### src/rtl/asfr_pkg.sv
// Package: register map, field layout and state types of the ADC sequencer FIFO block
package asfr_pkg;

   localparam int NSEQ      = 4;
   localparam int RES_W     = 10;
   localparam int MAX_DEPTH = 8;
   localparam int IDX_W     = 3;
   localparam int NIB_W     = 4;
   localparam int CFG_W     = 16;

   typedef logic [11:0] asfr_addr_t;
   typedef logic [31:0] asfr_word_t;
   typedef logic [IDX_W-1:0] asfr_idx_t;

   // Register byte offsets; index 0 of the per-sequencer tables is sequencer 0
   localparam asfr_addr_t OFF_OVF   = 12'h010;
   localparam asfr_addr_t OFF_UNF   = 12'h018;
   localparam asfr_addr_t OFF_SEL   [NSEQ] = '{12'hFFC, 12'h060, 12'h080, 12'h0A0};
   localparam asfr_addr_t OFF_CTL   [NSEQ] = '{12'hFFC, 12'h064, 12'h084, 12'h0A4};
   localparam asfr_addr_t OFF_FIFO  [NSEQ] = '{12'h048, 12'h068, 12'h088, 12'h0A8};
   localparam asfr_addr_t OFF_FSTAT [NSEQ] = '{12'h04C, 12'h06C, 12'h08C, 12'h0AC};

   // FIFO geometry: last slot index of each result FIFO
   localparam asfr_idx_t   LAST_IDX  [NSEQ] = '{3'h7, 3'h3, 3'h3, 3'h0};
   // Last sample slot of each sequencer
   localparam logic [1:0]  LAST_SLOT [NSEQ] = '{2'h3, 2'h3, 2'h3, 2'h0};

   // FIFO status fields
   localparam int          FULL_BIT    = 12;
   localparam int          EMPTY_BIT   = 8;
   localparam int          WR_LSB      = 4;
   localparam int          RD_LSB      = 0;
   localparam asfr_word_t  FSTAT_RESET = 32'h0000_0100;

   // Per-slot control nibble fields
   localparam int          CTL_DIFF = 0;
   localparam int          CTL_END  = 1;
   localparam int          CTL_IE   = 2;
   localparam int          CTL_TS   = 3;

   // Single-slot sequencer: width mask and hardwired last-sample marker
   localparam logic [CFG_W-1:0] SEQ3_MASK = 16'h000F;
   localparam logic [CFG_W-1:0] SEQ3_END  = 16'h0002;

   localparam logic [1:0]  RESP_OKAY   = 2'h0;
   localparam logic [1:0]  RESP_SLVERR = 2'h2;

   typedef struct packed {
      logic       awvalid;
      asfr_addr_t awaddr;
      logic       wvalid;
      asfr_word_t wdata;
      logic [3:0] wstrb;
      logic       bready;
      logic       arvalid;
      asfr_addr_t araddr;
      logic       rready;
   } asfr_axi_in_t;

   typedef struct packed {
      logic       awready;
      logic       wready;
      logic       bvalid;
      logic [1:0] bresp;
      logic       arready;
      logic       rvalid;
      asfr_word_t rdata;
      logic [1:0] rresp;
   } asfr_axi_out_t;

   typedef struct packed {
      logic             req;
      logic [NIB_W-1:0] input_sel;
      logic             temp_source_select;
      logic             diff;
      logic [1:0]       seq;
      logic [1:0]       slot;
   } asfr_conv_req_t;

   typedef struct packed {
      logic             done;
      logic [RES_W-1:0] data;
   } asfr_conv_res_t;

   typedef enum logic [1:0] {SQ_IDLE, SQ_REQ, SQ_WAIT} asfr_seq_state_t;

   typedef struct packed {
      asfr_axi_out_t                              axo;
      asfr_addr_t                                 waddr;
      asfr_word_t                                 wdata;
      logic [3:0]                                 wstrb;
      logic                                       have_aw;
      logic                                       have_w;
      logic [NSEQ-1:1][CFG_W-1:0]                 sel;
      logic [NSEQ-1:1][CFG_W-1:0]                 ctl;
      logic [NSEQ-1:0][MAX_DEPTH-1:0][RES_W-1:0]  mem;
      logic [NSEQ-1:0][IDX_W-1:0]                 wr;
      logic [NSEQ-1:0][IDX_W-1:0]                 rd;
      logic [NSEQ-1:0]                            wwrap;
      logic [NSEQ-1:0]                            rwrap;
      logic [NSEQ-1:0]                            ovf;
      logic [NSEQ-1:0]                            unf;
      logic [NSEQ-1:1]                            pend;
      asfr_seq_state_t                            sq;
      logic [1:0]                                 act;
      logic [1:0]                                 slot;
      asfr_conv_req_t                             conv;
      logic [NSEQ-1:1]                            raw_irq;
   } asfr_state_t;

endpackage : asfr_pkg

### src/rtl/asfr_regs.sv
// ADC sample sequencer registers, result FIFOs and slot stepping behind an AXI4-Lite slave
//
// Notes on behaviour
// RQ1: FIFO status resets to 0x100, empty.
// RQ2: Status bit 12 set exactly when full.
// RQ3: Status bit 8 set when empty, resets set.
// RQ4: Status bits 7:4 show write index.
// RQ5: Status bits 3:0 show read index.
// RQ6: Reserved status bits undefined; tests ignore them.
// RQ7: Sequencers 1, 2: 16-bit four-slot config.
// RQ8: Sequencer 3: 4-bit single-slot config.
// RQ9: Software sets last-sample marker in some slot.
// RQ10: Sequencer 3 last-sample marker always reads set.
// RQ11: Result reads return slots in order.
// RQ12: Overflow and underflow recorded in status registers.
// RQ13: Sequencer 3 result reads share result layout.
// RQ14: All FIFO status registers share one layout.
// RQ15: Input select per slot applied at conversion.
// RQ16: Control nibble options apply when sequencer runs.
// RQ17: Slots after last-sample marker never converted.
// RQ18: Slot interrupt option raises raw flag.
// RQ19: Temperature option samples internal sensor instead.
// RQ20: Full and empty use indices plus wrap.
`timescale 1ns/1ps
module asfr_regs (
   // Clock and reset
   input  wire logic                    i_clk,
   input  wire logic                    i_rst_b,
   // AXI4-Lite register bus
   input  wire asfr_pkg::asfr_axi_in_t  i_axi,
   output asfr_pkg::asfr_axi_out_t      o_axi,
   // Sequencer start requests from trigger logic
   input  wire logic [3:1]              i_trigger,
   // Converter core
   output asfr_pkg::asfr_conv_req_t     o_conv,
   input  wire asfr_pkg::asfr_conv_res_t  i_conv_res,
   input  wire asfr_pkg::asfr_conv_res_t  i_seq0_res,
   // Raw per-sequencer interrupt pulses
   output logic [3:1]                   o_raw_irq
);
   import asfr_pkg::*;

   asfr_state_t s;
   asfr_state_t n;

   logic       [NSEQ-1:0] full;
   logic       [NSEQ-1:0] empty;
   asfr_word_t [NSEQ-1:0] fstat;

   for (genvar g = 0; g < NSEQ; g++) begin : g_flag
      assign empty[g] = (s.wr[g] == s.rd[g]) && (s.wwrap[g] == s.rwrap[g]); // RQ20 RQ3
      assign full[g]  = (s.wr[g] == s.rd[g]) && (s.wwrap[g] != s.rwrap[g]); // RQ20 RQ2
      // Same layout for every FIFO, reserved bits zero
      assign fstat[g] = (asfr_word_t'(full[g]) << FULL_BIT)       // RQ2 RQ14 RQ6
                      | (asfr_word_t'(empty[g]) << EMPTY_BIT)     // RQ3
                      | (asfr_word_t'(s.wr[g]) << WR_LSB)         // RQ4
                      | (asfr_word_t'(s.rd[g]) << RD_LSB);        // RQ5
   end : g_flag

   always_comb begin
      logic [NSEQ-1:0]            push;
      logic [NSEQ-1:0]            pop;
      logic [NSEQ-1:0][RES_W-1:0] push_data;
      logic                       hit;
      logic                       wok;
      logic [1:0]                 pick;
      logic [NIB_W-1:0]           cnib;
      logic [CFG_W-1:0]           merged;
      asfr_addr_t                 ra;
      push      = '0;
      pop       = '0;
      push_data = '0;
      hit       = 1'b0;
      wok       = 1'b0;
      pick      = 2'h0;
      cnib      = '0;
      merged    = '0;
      ra        = i_axi.araddr;
      n         = s;
      n.raw_irq = '0;
      n.conv.req = 1'b0;

      // Write address and data, taken in either order
      if (i_axi.awvalid && s.axo.awready) begin
         n.have_aw = 1'b1;
         n.waddr   = i_axi.awaddr;
      end
      if (i_axi.wvalid && s.axo.wready) begin
         n.have_w = 1'b1;
         n.wdata  = i_axi.wdata;
         n.wstrb  = i_axi.wstrb;
      end
      if (s.axo.bvalid && i_axi.bready) begin
         n.axo.bvalid = 1'b0;
      end
      if (s.have_aw && s.have_w) begin
         n.have_aw = 1'b0;
         n.have_w  = 1'b0;
         if (s.waddr == OFF_OVF) begin
            wok = 1'b1;
            if (s.wstrb[0]) begin
               n.ovf = s.ovf & ~s.wdata[NSEQ-1:0];
            end
         end else if (s.waddr == OFF_UNF) begin
            wok = 1'b1;
            if (s.wstrb[0]) begin
               n.unf = s.unf & ~s.wdata[NSEQ-1:0];
            end
         end else begin
            for (int q = 1; q < NSEQ; q++) begin
               if (s.waddr == OFF_SEL[q] || s.waddr == OFF_CTL[q]) begin
                  wok    = 1'b1;
                  merged = (s.waddr == OFF_SEL[q]) ? s.sel[q] : s.ctl[q];
                  if (s.wstrb[0]) begin
                     merged[7:0] = s.wdata[7:0]; // RQ7
                  end
                  if (s.wstrb[1]) begin
                     merged[15:8] = s.wdata[15:8]; // RQ7
                  end
                  if (q == NSEQ - 1) begin
                     merged = merged & SEQ3_MASK; // RQ8
                  end
                  if (s.waddr == OFF_SEL[q]) begin
                     n.sel[q] = merged;
                  end else if (q == NSEQ - 1) begin
                     n.ctl[q] = merged | SEQ3_END; // RQ10
                  end else begin
                     n.ctl[q] = merged;
                  end
               end
            end
         end
         n.axo.bvalid = 1'b1;
         n.axo.bresp  = wok ? RESP_OKAY : RESP_SLVERR;
      end

      // Read channel; a result FIFO read pops one entry
      if (s.axo.rvalid && i_axi.rready) begin
         n.axo.rvalid = 1'b0;
      end
      if (i_axi.arvalid && s.axo.arready) begin
         n.axo.rvalid = 1'b1;
         n.axo.rdata  = '0;
         if (ra == OFF_OVF) begin
            hit         = 1'b1;
            n.axo.rdata = asfr_word_t'(s.ovf);
         end else if (ra == OFF_UNF) begin
            hit         = 1'b1;
            n.axo.rdata = asfr_word_t'(s.unf);
         end else begin
            for (int q = 0; q < NSEQ; q++) begin
               if (ra == OFF_FSTAT[q]) begin
                  hit         = 1'b1;
                  n.axo.rdata = fstat[q]; // RQ14
               end else if (ra == OFF_FIFO[q]) begin
                  hit         = 1'b1;
                  pop[q]      = 1'b1;
                  n.axo.rdata = asfr_word_t'(s.mem[q][s.rd[q]]); // RQ11 RQ13
               end else if (q > 0 && ra == OFF_SEL[q]) begin
                  hit         = 1'b1;
                  n.axo.rdata = asfr_word_t'(s.sel[q]);
               end else if (q > 0 && ra == OFF_CTL[q]) begin
                  hit         = 1'b1;
                  n.axo.rdata = asfr_word_t'(s.ctl[q]);
               end
            end
         end
         n.axo.rresp = hit ? RESP_OKAY : RESP_SLVERR;
      end

      // Slot stepping; a trigger arriving on the start cycle stays pending
      n.pend = s.pend | i_trigger;
      case (s.sq)
         SQ_IDLE: begin
            for (int q = NSEQ - 1; q >= 1; q--) begin
               if (s.pend[q]) begin
                  pick = 2'(q);
               end
            end
            if (|s.pend) begin
               n.act        = pick;
               n.slot       = 2'h0;
               n.sq         = SQ_REQ;
               n.pend[pick] = i_trigger[pick];
            end
         end
         SQ_REQ: begin
            cnib                        = s.ctl[s.act][{s.slot, 2'h0} +: NIB_W];
            n.conv.req                  = 1'b1;
            n.conv.input_sel            = s.sel[s.act][{s.slot, 2'h0} +: NIB_W]; // RQ15
            n.conv.temp_source_select   = cnib[CTL_TS];                          // RQ19 RQ16
            n.conv.diff                 = cnib[CTL_DIFF] && !cnib[CTL_TS];       // RQ16
            n.conv.seq                  = s.act;
            n.conv.slot                 = s.slot;
            n.sq                        = SQ_WAIT;
         end
         SQ_WAIT: begin
            cnib = s.ctl[s.act][{s.slot, 2'h0} +: NIB_W];
            if (i_conv_res.done) begin
               push[s.act]      = 1'b1;
               push_data[s.act] = i_conv_res.data;
               if (cnib[CTL_IE]) begin
                  n.raw_irq[s.act] = 1'b1; // RQ18
               end
               // Stop at the marker; a sequence without one ends at its last slot
               if (cnib[CTL_END] || s.slot == LAST_SLOT[s.act]) begin // RQ17 RQ9
                  n.sq = SQ_IDLE;
               end else begin
                  n.slot = 2'(s.slot + 2'h1);
                  n.sq   = SQ_REQ;
               end
            end
         end
         default: begin
            n.sq = SQ_IDLE;
         end
      endcase

      push[0]      = i_seq0_res.done;
      push_data[0] = i_seq0_res.data;

      // FIFO pointers; event flags set after software clears so the set wins
      for (int q = 0; q < NSEQ; q++) begin
         if (push[q]) begin
            if (full[q]) begin
               n.ovf[q] = 1'b1; // RQ12
            end else begin
               n.mem[q][s.wr[q]] = push_data[q];
               if (s.wr[q] == LAST_IDX[q]) begin
                  n.wr[q]    = '0;
                  n.wwrap[q] = ~s.wwrap[q]; // RQ20
               end else begin
                  n.wr[q] = s.wr[q] + 3'h1;
               end
            end
         end
         if (pop[q]) begin
            if (empty[q]) begin
               n.unf[q] = 1'b1; // RQ12
            end else if (s.rd[q] == LAST_IDX[q]) begin
               n.rd[q]    = '0;
               n.rwrap[q] = ~s.rwrap[q]; // RQ11
            end else begin
               n.rd[q] = s.rd[q] + 3'h1; // RQ11
            end
         end
      end

      n.axo.awready = !n.have_aw && !n.axo.bvalid;
      n.axo.wready  = !n.have_w && !n.axo.bvalid;
      n.axo.arready = !n.axo.rvalid;

      if (!i_rst_b) begin
         n        = '0; // RQ1
         n.sq     = SQ_IDLE;
         n.ctl[NSEQ-1] = SEQ3_END; // RQ10
      end
   end

   always_ff @(posedge i_clk) begin
      s <= n;
   end

   assign o_axi     = s.axo;
   assign o_conv    = s.conv;
   assign o_raw_irq = s.raw_irq;

endmodule : asfr_regs

### config.mk
export PLATFORM = sky130hd
export DESIGN_NAME = asfr_regs
export DESIGN_NICKNAME = d
export VERILOG_FILES = /design/src/rtl/asfr_pkg.sv /design/src/rtl/asfr_regs.sv
export SDC_FILE = /design/constraint.sdc
export NUM_CORES = 1
export LEC_CHECK = 0
export ABC_CLOCK_PERIOD_IN_PS = 2200
export CAP_MARGIN = 40
export CELL_PAD_IN_SITES_DETAIL_PLACEMENT = 1
export CELL_PAD_IN_SITES_GLOBAL_PLACEMENT = 1
export CORE_ASPECT_RATIO = 1.25
export CORE_MARGIN = 5
export CORE_UTILIZATION = 45
export CTS_CLUSTER_SIZE = 16
export DETAILED_ROUTE_END_ITERATION = 8
export DONT_BUFFER_PORTS = 1
export GPL_TIMING_DRIVEN = 0
export PLACE_DENSITY = 0.8
export SYNTH_ARGS = -nofsm -noshare
export SYNTH_HDL_FRONTEND = slang
export SYNTH_SLANG_ARGS = --single-unit
### constraint.sdc
create_clock -name i_clk -period 2.2 [get_ports i_clk]
set_input_delay 0.11 -clock i_clk [delete_from_list [all_inputs] [get_ports i_clk]]
set_output_delay 0.11 -clock i_clk [all_outputs]
set_load 0.005 [all_outputs]
-- Word level (Yosys, flattened, before mapping)
Index checks and enable logic that the tools add are counted.
- bits of input ports: 92
- register bits after elaboration: 527
- word-level logic and storage cells: 424
- reduce and logical (&&, ||, !) cells: 64
- magnitude comparators: 17
- bitwise gates (word level): 39
- eq/ne operators: 49
- mux-type cells: 163
- shifts and indexed selects: 2
- add/subtract/negate cells: 9
- operators with widths (operator ; number):
    32-bit two-way mux ; 14
    80-bit bitwise mux ; 4
    16-bit two-way mux ; 12
    12-bit by 8-bit equality test with 1-bit output, second input constant ; 12
    10-bit binary-select mux with 3-bit select ; 4
    10-bit demux with 3-bit select ; 4
    10-bit two-way mux ; 10
    98-bit two-way mux ; 1
    12-bit by 7-bit equality test with 1-bit output, second input constant ; 8
    96-bit two-way mux ; 1
    84-bit two-way mux ; 1
    40-bit two-way mux ; 2
    16-bit binary-select mux with 2-bit select ; 2
    4-bit two-way mux ; 16
    1-bit two-way mux ; 54
    13-bit by 3-bit OR with 13-bit output ; 4
    13-bit by 7-bit OR with 13-bit output ; 4
    13-bit by 9-bit OR with 13-bit output ; 4
    12-bit by 5-bit equality test with 1-bit output, second input constant ; 4
    40-bit AND ; 1
    8-bit two-way mux ; 5
    35-bit two-way mux ; 1
    3-bit by 4-bit < comparator with 1-bit output, second input constant ; 8
    16-bit by 5-bit indexed part select with 4-bit output ; 2
    other kinds (44) ; 165

-- Logic depth before layout (Yosys ltp)
Gate-level depths: netlist (run 1).
- word-level depth: 22
- mapped depth: 9
- mapped depth without buffers: 7

-- Least setup slack after synthesis (run 1)
No wires, ideal clock.
- kind: flip-flop to flip-flop
- from: register s[39] in the netlist's numbering
- to: register s (netlist bit o_axi[3])
- period minus slack after synthesis: 2.375 ns
- cell stages (with the launch flop): 9
- setup time: 0.116 ns
- arrival time: 2.259 ns
- slack: -0.175 ns
- path buffers: 2
- required time: 2.084 ns
- cell sequence: dfxtp_1 > clkbuf_1 > buf_2 > mux4_2 > mux2_2 > a222oi_1 > o21ai_0 > a21boi_1 > nor2_1
- word-level cells in the longest chain between the ends: 18
- ends and longest elaborated chain (item ; line ; source):
    start, declared ; asfr_regs.sv:43 ; asfr_state_t s;
    start signal, assigned ; asfr_regs.sv:261 ; s <= n;
    10-bit binary-select mux with 3-bit select ; asfr_regs.sv:158 ; n.axo.rdata = asfr_word_t'(s.mem[q][s.rd[q]]);
    10-bit two-way mux (not written as such) ; asfr_regs.sv:158 ;
    10-bit two-way mux ; asfr_regs.sv:155 ; end else if (ra == OFF_FIFO[q]) begin
    13-bit two-way mux ; asfr_regs.sv:152 ; if (ra == OFF_FSTAT[q]) begin
    32-bit two-way mux ; asfr_regs.sv:162 ; end else if (q > 0 && ra == OFF_CTL[q]) begin
    32-bit two-way mux ; asfr_regs.sv:159 ; end else if (q > 0 && ra == OFF_SEL[q]) begin
    32-bit two-way mux ; asfr_regs.sv:155 ;
    32-bit two-way mux ; asfr_regs.sv:152 ;
    [2 not listed] ; -- ;
    32-bit two-way mux ; asfr_regs.sv:155 ;
    32-bit two-way mux ; asfr_regs.sv:152 ;
    32-bit two-way mux ; asfr_regs.sv:162 ;
    32-bit two-way mux ; asfr_regs.sv:159 ;
    32-bit two-way mux ; asfr_regs.sv:155 ;
    32-bit two-way mux ; asfr_regs.sv:152 ;
    32-bit two-way mux ; asfr_regs.sv:147 ; end else if (ra == OFF_UNF) begin
    32-bit two-way mux ; asfr_regs.sv:144 ; if (ra == OFF_OVF) begin
Every way passes these cells. The select of a mux whose other input is x is not followed.
A chain may end at the register's enable or synchronous reset.

-- Worst setup path after layout (run 1)
Same ends and word-level chain as after synthesis.

==> results of run 1 <==
[layout by cell type, fill, tap and decap left out, drive strengths merged, types with 7 or more instances in the layout]
cell type,netlist,final
nor3,36,36
o221ai,8,8
or3,9,9
dlygate4sd3,0,72
mux2,12,12
nor4b,10,10
dfxtp,509,509
clkinv,0,13
mux4,83,83
and2,29,29
ha,12,12
o221a,11,11
o22ai,7,7
mux2i,328,328
nand4,24,24
and3,16,16
a22oi,37,37
nand4b,7,7
xnor2,10,10
clkbuf,174,222
a21oi,206,206
nor2,554,554
nor2b,16,16
xor2,11,11
conb,1,18
nand2b,16,16
a221oi,17,17
diode,0,7
a31oi,14,14
nand2,174,174
nor3b,13,13
o21ai,42,42
buf,113,207
nand3,42,42
nor4,24,24
a211oi,16,16
inv,19,21
[layer usage]
layer | routed length, um | up-vias
met5 | 11 | -
met4 | 6770 | 2
met1 | 37000 | 11400
met2 | 48500 | 1030
li1 | - | 9779
met3 | 7020 | 350
[synth_stat cells, types with 10 or more instances]
cell | count | area share
nand4_1 | 24 | 0.0062
nand3_1 | 42 | 0.0086
xnor2_1 | 10 | 0.0036
buf_2 | 45 | 0.0093
a221oi_1 | 17 | 0.0061
and3_1 | 16 | 0.0041
nor2b_1 | 16 | 0.0041
mux2i_1 | 328 | 0.14
a22oi_1 | 37 | 0.011
o21ai_0 | 41 | 0.0084
nor3b_1 | 11 | 0.0034
dfxtp_1 | 509 | 0.42
a211oi_1 | 16 | 0.0049
nand2_1 | 174 | 0.027
inv_1 | 19 | 0.0029
clkbuf_1 | 174 | 0.027
o221a_2 | 11 | 0.0051
a21oi_1 | 206 | 0.042
nand2b_1 | 16 | 0.0041
buf_1 | 10 | 0.0015
mux4_2 | 83 | 0.077
nor3_1 | 28 | 0.0058
and2_1 | 28 | 0.0072
buf_4 | 57 | 0.018
ha_1 | 12 | 0.0062
a31oi_1 | 14 | 0.0036
xor2_1 | 11 | 0.0040
mux2_2 | 12 | 0.0056
nor4_1 | 21 | 0.0054
nor2_1 | 553 | 0.085
[layout make-up]
| class | count | area share |
|---|---|---|
| multi-input combinational | 1875 | 0.460 |
| inverter | 19 | 0.00239 |
| clock inverter | 21 | 0.00466 |
| buffer | 265 | 0.0555 |
| sequential | 509 | 0.343 |
| timing repair buffer | 165 | 0.0512 |
| clock buffer | 74 | 0.0525 |
| antenna | 7 | 0.000588 |
| tap | 727 | 0.0305 |
[worst max-delay path: cells and delay by family (launching register included)]
kind                   cells  cell delay (ns)
flip-flops                 1             0.35
AND/OR/NAND/NOR            1             0.06
buffers and inverters      2             0.26
multiplexers               2             0.85
AO/OA/AOI/OAI              3             0.80
[power breakdown]
part	internal, W	switching, W	total [W]
clock	0.00496	0.00400	0.00897
sequential	0.00932	0.000108	0.00942
combinational	0.000479	0.000946	0.00142
total	0.0148	0.00506	0.0198
[through the flow]
stage / utilization / hold WS [ns] / worst slack (ns) / total power, W / std cells
3_3_place_gp: 0.472 / 0.233 / -1.29 / 0.0107 / 3417
5_1_grt: 0.556 / 0.0348 / -0.265 / 0.0203 / 3661
2_1_floorplan: - / 0.227 / 0.0295 / 0.0103 / 2690
4_1_cts: 0.541 / 0.00694 / -0.131 / 0.0197 / 3623
3_5_place_dp: 0.475 / 0.248 / -1.31 / 0.0107 / 3433
6_report: 0.556 / 0.0204 / -0.243 / 0.0198 / 3662
[timing repair]
| item | 4_1_cts | 5_1_grt |
|---|---|---|
| setup endpoints to repair | 439 | 347 |
| cloned | 4 | 9 |
| pin swaps | 29 | 27 |
| hold buffers | 71 | 1 |
| endpoints found under the hold margin | 260 | 7 |
| gates resized for setup | 242 | 165 |
| buffers inserted | 37 | 30 |
[how the worst max path moves through the flow]
| stage | from | end | slack [ns] | cells after the start |
|---|---|---|---|---|
| after floorplan | s[39] | o_axi[3] | 0.03 | 8 |
| after global placement | s[40] | o_axi[8] | -1.29 | 7 |
| after detailed placement | s[40] | o_axi[8] | -1.31 | 7 |
| after CTS | s[39] | o_axi[3] | -0.13 | 8 |
| after global routing | s[39] | o_axi[3] | -0.26 | 8 |
| final | s[39] | o_axi[3] | -0.24 | 8 |
[state kept, by name (all words and copies together) (netlist names)]
name	flops
o_axi	23
o_conv	11
o_raw_irq	3
s	472
[kinds of logic after synthesis]
kind of cell / count (synthesis) / share of synthesized area
other: 1 / 0.000154
and+or+nand+nor: 1000 / 0.188
DFF: 509 / 0.419
xor gates and xnor gates: 21 / 0.00757
AOI/OAI and AO/OA: 401 / 0.103
adders and majority gates: 12 / 0.00618
buffers and inverters: 306 / 0.0587
muxes: 423 / 0.218
==> flow_summary.ini, run 1 <==
[clocking]
insertion_delay_ns = 0.62
cts_root_buffer = clkbuf_16
cts_tree = built
clock_sinks = 509
htreeDepth = 2
clk_path_buf_depth = 3
cts_inserted_buffers = 53
clkTransAtPathRegs_ns = 0.06

[timing]
final_hold_viol_count = 0
fin_ws_ns = -0.243
fin_skew_ns = 0.0196
worstMarginPinSlew_ns = 0.991
setup_tns_ns = -1.87
setup_viol = 38
period_needed_ns = 2.44
relSlewSlack = 0.334
period_share = 1.11
rsz0062_at_grt = yes
drv_slew = 0
max_freq_ghz = 0.409

[global_route]
grt_max_degree = 15
grt_busiest_layer = met2
met2_usage = 0.532
globalRouteMet1Util = 0.368
grt_pass1_wl_mm = 144
antenna_found_initial = 4
grt_usage = 0.314
grt_pass1_vias = 23500
met3_usage = 0.0647
gr-total-overflow = 0

[cells_and_area]
seqCellArea_sq_mm = 0.0102
area_growth_pct = 22.6
multi_input_area_sq_mm = 0.0137
layout-drive-gt1-share = 0.200
design_area_sq_mm = 0.0298
fill_cells = 5970
nets = 2992

[floorplanning]
die_x_um = 218
fp.dieH_um = 270
start_util = 0.453
die_area_sq_mm = 0.0588
num_rows = 95
io_pins = 147
core_area_sq_mm = 0.0536

[hold_path]
min-delay-start = i_axi[64]
min_to = s[520]
min_path_type = in2reg
hold_path_depth = 4

[critical_path]
crit_arrival_ns = 2.94
r2r-end = o_axi[3]
critPathCaptureType = register
reg2reg_from = s[39]
slowest_delay_ns = 0.53
cp_max_fo = 5
worstPathCellList = buf_8 -> buf_12 -> mux4_2 -> mux2_4 -> a222oi_1 -> o21ai_1 -> a21boi_1 -> nor2_1
rrSetupSlack_ns = -0.24
worstPathRequired_ns = 2.70
slowest_stage = mux4_2
startpoint_type = register
critPathKind = reg2reg
ff2ff_path_depth = 8

[placed_design]
port_buffers = 0
dp_hpwl_mm = 67.1
placed_cell_area_sq_mm = 0.0255
place_congestion = 1.04

[pwr]
irDropWorstVdd_mv = 0.607
power_density_mw_per_mm2 = 665
power.leakage_nw = 11.2

[run_status]
outcome = finished with violations
failed_checks = setup timing

[synth]
async_flop_share = 0
yosys_warnings = 0
yosysUniqueCellTypes = 83
ys_ff_latch = 509
ys_seq_area_frac = 0.419
synth_edf_count = 0
syn_area_sq_mm = 0.0243
postSynth.topFlopCell = dfxtp_1
synthCells = 2673
avgSynthCellArea_sq_um = 9.09

[routing]
drtAntennaViolNets = 0
vias = 22500
drt_iter0_markers = 2241
dr.pass1.iters = 5
wl_per_cell_um = 27.1
routed_via_density = 6.15
routed_wl_mm = 99.3
drc_errors = 0

[flow_run]
cap_viol_max_count = 0
(Power assumes the default switching activity.)
==> run 2: changes to the inputs <==
- SETUP_SLACK_MARGIN: default -> 0.15
==> flow_summary.ini, run 2 (same netlist as run 1, synthesis figures left out) <==
[run_status]
outcome = finished with violations
failed_checks = setup timing

[global_route]
gr-total-overflow = 0
grt_pass1_vias = 24300
grt_max_degree = 14
antenna_found_initial = 7
grt_pass1_wl_mm = 153
grt_usage = 0.336

[critical_path]
slowest_stage = mux4_2
startpoint_type = register
slowest_delay_ns = 0.54
crit_arrival_ns = 2.99
critPathKind = reg2reg
worstPathRequired_ns = 2.71
cp_max_fo = 7
critical-path-top-delay-family = multiplexers
critPathCaptureType = register
worstPathCellList = buf_8 -> buf_12 -> mux4_2 -> mux2_4 -> a222oi_1 -> o21ai_1 -> a21boi_1 -> nor2_1
path_buf_inv = 2

[timing]
setup_viol = 83
final_hold_viol_count = 0
max_freq_ghz = 0.404
rsz0062_at_grt = yes
drv_slew = 0
period_needed_ns = 2.47
fin_skew_ns = 0.0288
worst_hold_slack_ns = 0.0136
fin_ws_ns = -0.275
relSlewSlack = 0.303
worstMarginPinSlew_ns = 1.04
period_share = 1.12

[hold_path]
min_path_type = in2reg

[pwr]
p_int_w = 0.0148
power.total_w = 0.0199
p_comb_frac = 0.080
power.leakage_nw = 11.6
power.share.sequential = 0.473
irDropWorstVdd_mv = 0.544
p_clk_frac = 0.447
switching_share = 0.257
power_density_mw_per_mm2 = 644
p_switching_w = 0.00512

[routing]
drc_errors = 0
wl_per_cell_um = 30.2
drt_iter0_markers = 2359
vias = 23700
routed_wl_mm = 112
dr.pass1.iters = 6
routed_via_density = 6.39
drtAntennaViolNets = 0

[placed_design]
placed_cell_area_sq_mm = 0.0255
place_congestion = 0.960
dp_hpwl_mm = 68.5
port_buffers = 0

[floorplanning]
fp.dieH_um = 270
die_area_sq_mm = 0.0588
core_area_sq_mm = 0.0536
io_pins = 147
num_rows = 95
die_x_um = 218
start_util = 0.453

[cells_and_area]
nets = 3046
largest_reg_flops = 472
fill_cells = 5889
layout-drive-gt1-share = 0.243
post-route-util = 0.576
top_register = s
design_area_sq_mm = 0.0309
final_common_cell = nor2_1
final_cell_mix = nor2_1 (535), dfxtp_1 (491), mux2i_1 (281)
area_growth_pct = 27.0

[flow_run]
cap_viol_max_count = 0

[clocking]
clock_sinks = 509
clkTransAtPathRegs_ns = 0.06
cts_tree = built
clk_path_buf_depth = 3
insertion_delay_ns = 0.64
cts_inserted_buffers = 52
cts_root_buffer = clkbuf_16
htreeDepth = 2
[run 2: cell count changes in the layout (fill, tap and decap cells not counted), moves of 13 or more]
cell,change
mux2i_2,+23
a21oi_2,+15
buf_4,+17
mux2i_1,-31
clkbuf_1,-13
nor2_1,-14
a21oi_1,-14
buf_6,+41
[run 2: timing repair]
action	CTS	global route
endpoints found under the hold margin	254	1
hold buffers	69	1
cloned	14	5
gates resized for setup	352	315
buffers inserted	55	40
pin swaps	30	49
endpoints found under the setup margin	454	430
[run 2: power groups by stage]
stage                     Sequential [W]  Clock, W  Combinational [W]
after floorplan                  0.00957         0           0.000733
after global placement           0.00960         0            0.00110
after detailed placement         0.00961         0            0.00115
after CTS                        0.00940   0.00878            0.00140
after global routing             0.00942   0.00927            0.00165
final                            0.00942   0.00890            0.00158
[run 2: layer usage]
layer | vias to the layer above | GRT usage | part of all wire
li1 | 9881 | - | -
met1 | 11900 | 0.384 | 0.35
met2 | 1417 | 0.582 | 0.49
met3 | 539 | 0.0674 | 0.079
met4 | 2 | 0.196 | 0.080
met5 | - | 0 | 0.00018
[run 2: worst paths after layout]
kind,startpoint,end,slack [ns],cells after the start
worst max register to register,s[39],o_axi[3],-0.27,8
worst min register to register,o_conv[0],o_conv[0],0.46,2
worst max-delay path,s[39],o_axi[3],-0.27,8
worst min-delay path,i_conv_res[1],s[194],0.01,4
[run 2: per-stage QoR]
stage                     TNS (ns)  cells  setup WS [ns]
after floorplan                  0   2690         0.0706
after global placement     -216.22   3417          -1.10
after detailed placement   -201.33   3432          -1.16
after CTS                   -0.839   3657         -0.179
after global routing         -7.52   3710         -0.283
final                        -5.10   3714         -0.275
[run 2: layout make-up]
class | instances | area, sq um | share of cell area
clock buffers | 74 | 1490 | 0.0481
clock inverters | 13 | 128 | 0.00413
diodes | 12 | 30.0 | 0.000972
flip-flops and latches | 509 | 10200 | 0.331
inverters | 19 | 75.1 | 0.00243
well taps | 727 | 910 | 0.0295
repair buffers | 199 | 1920 | 0.0621
multi-input cells | 1875 | 14100 | 0.456
plain buffers | 286 | 2030 | 0.0656
[run 2: worst min-delay path, cell delays in order]
cell,delay (ns)
and2_1,0.13
buf_4,0.19
mux2i_1,0.09
nor2_1,0.08
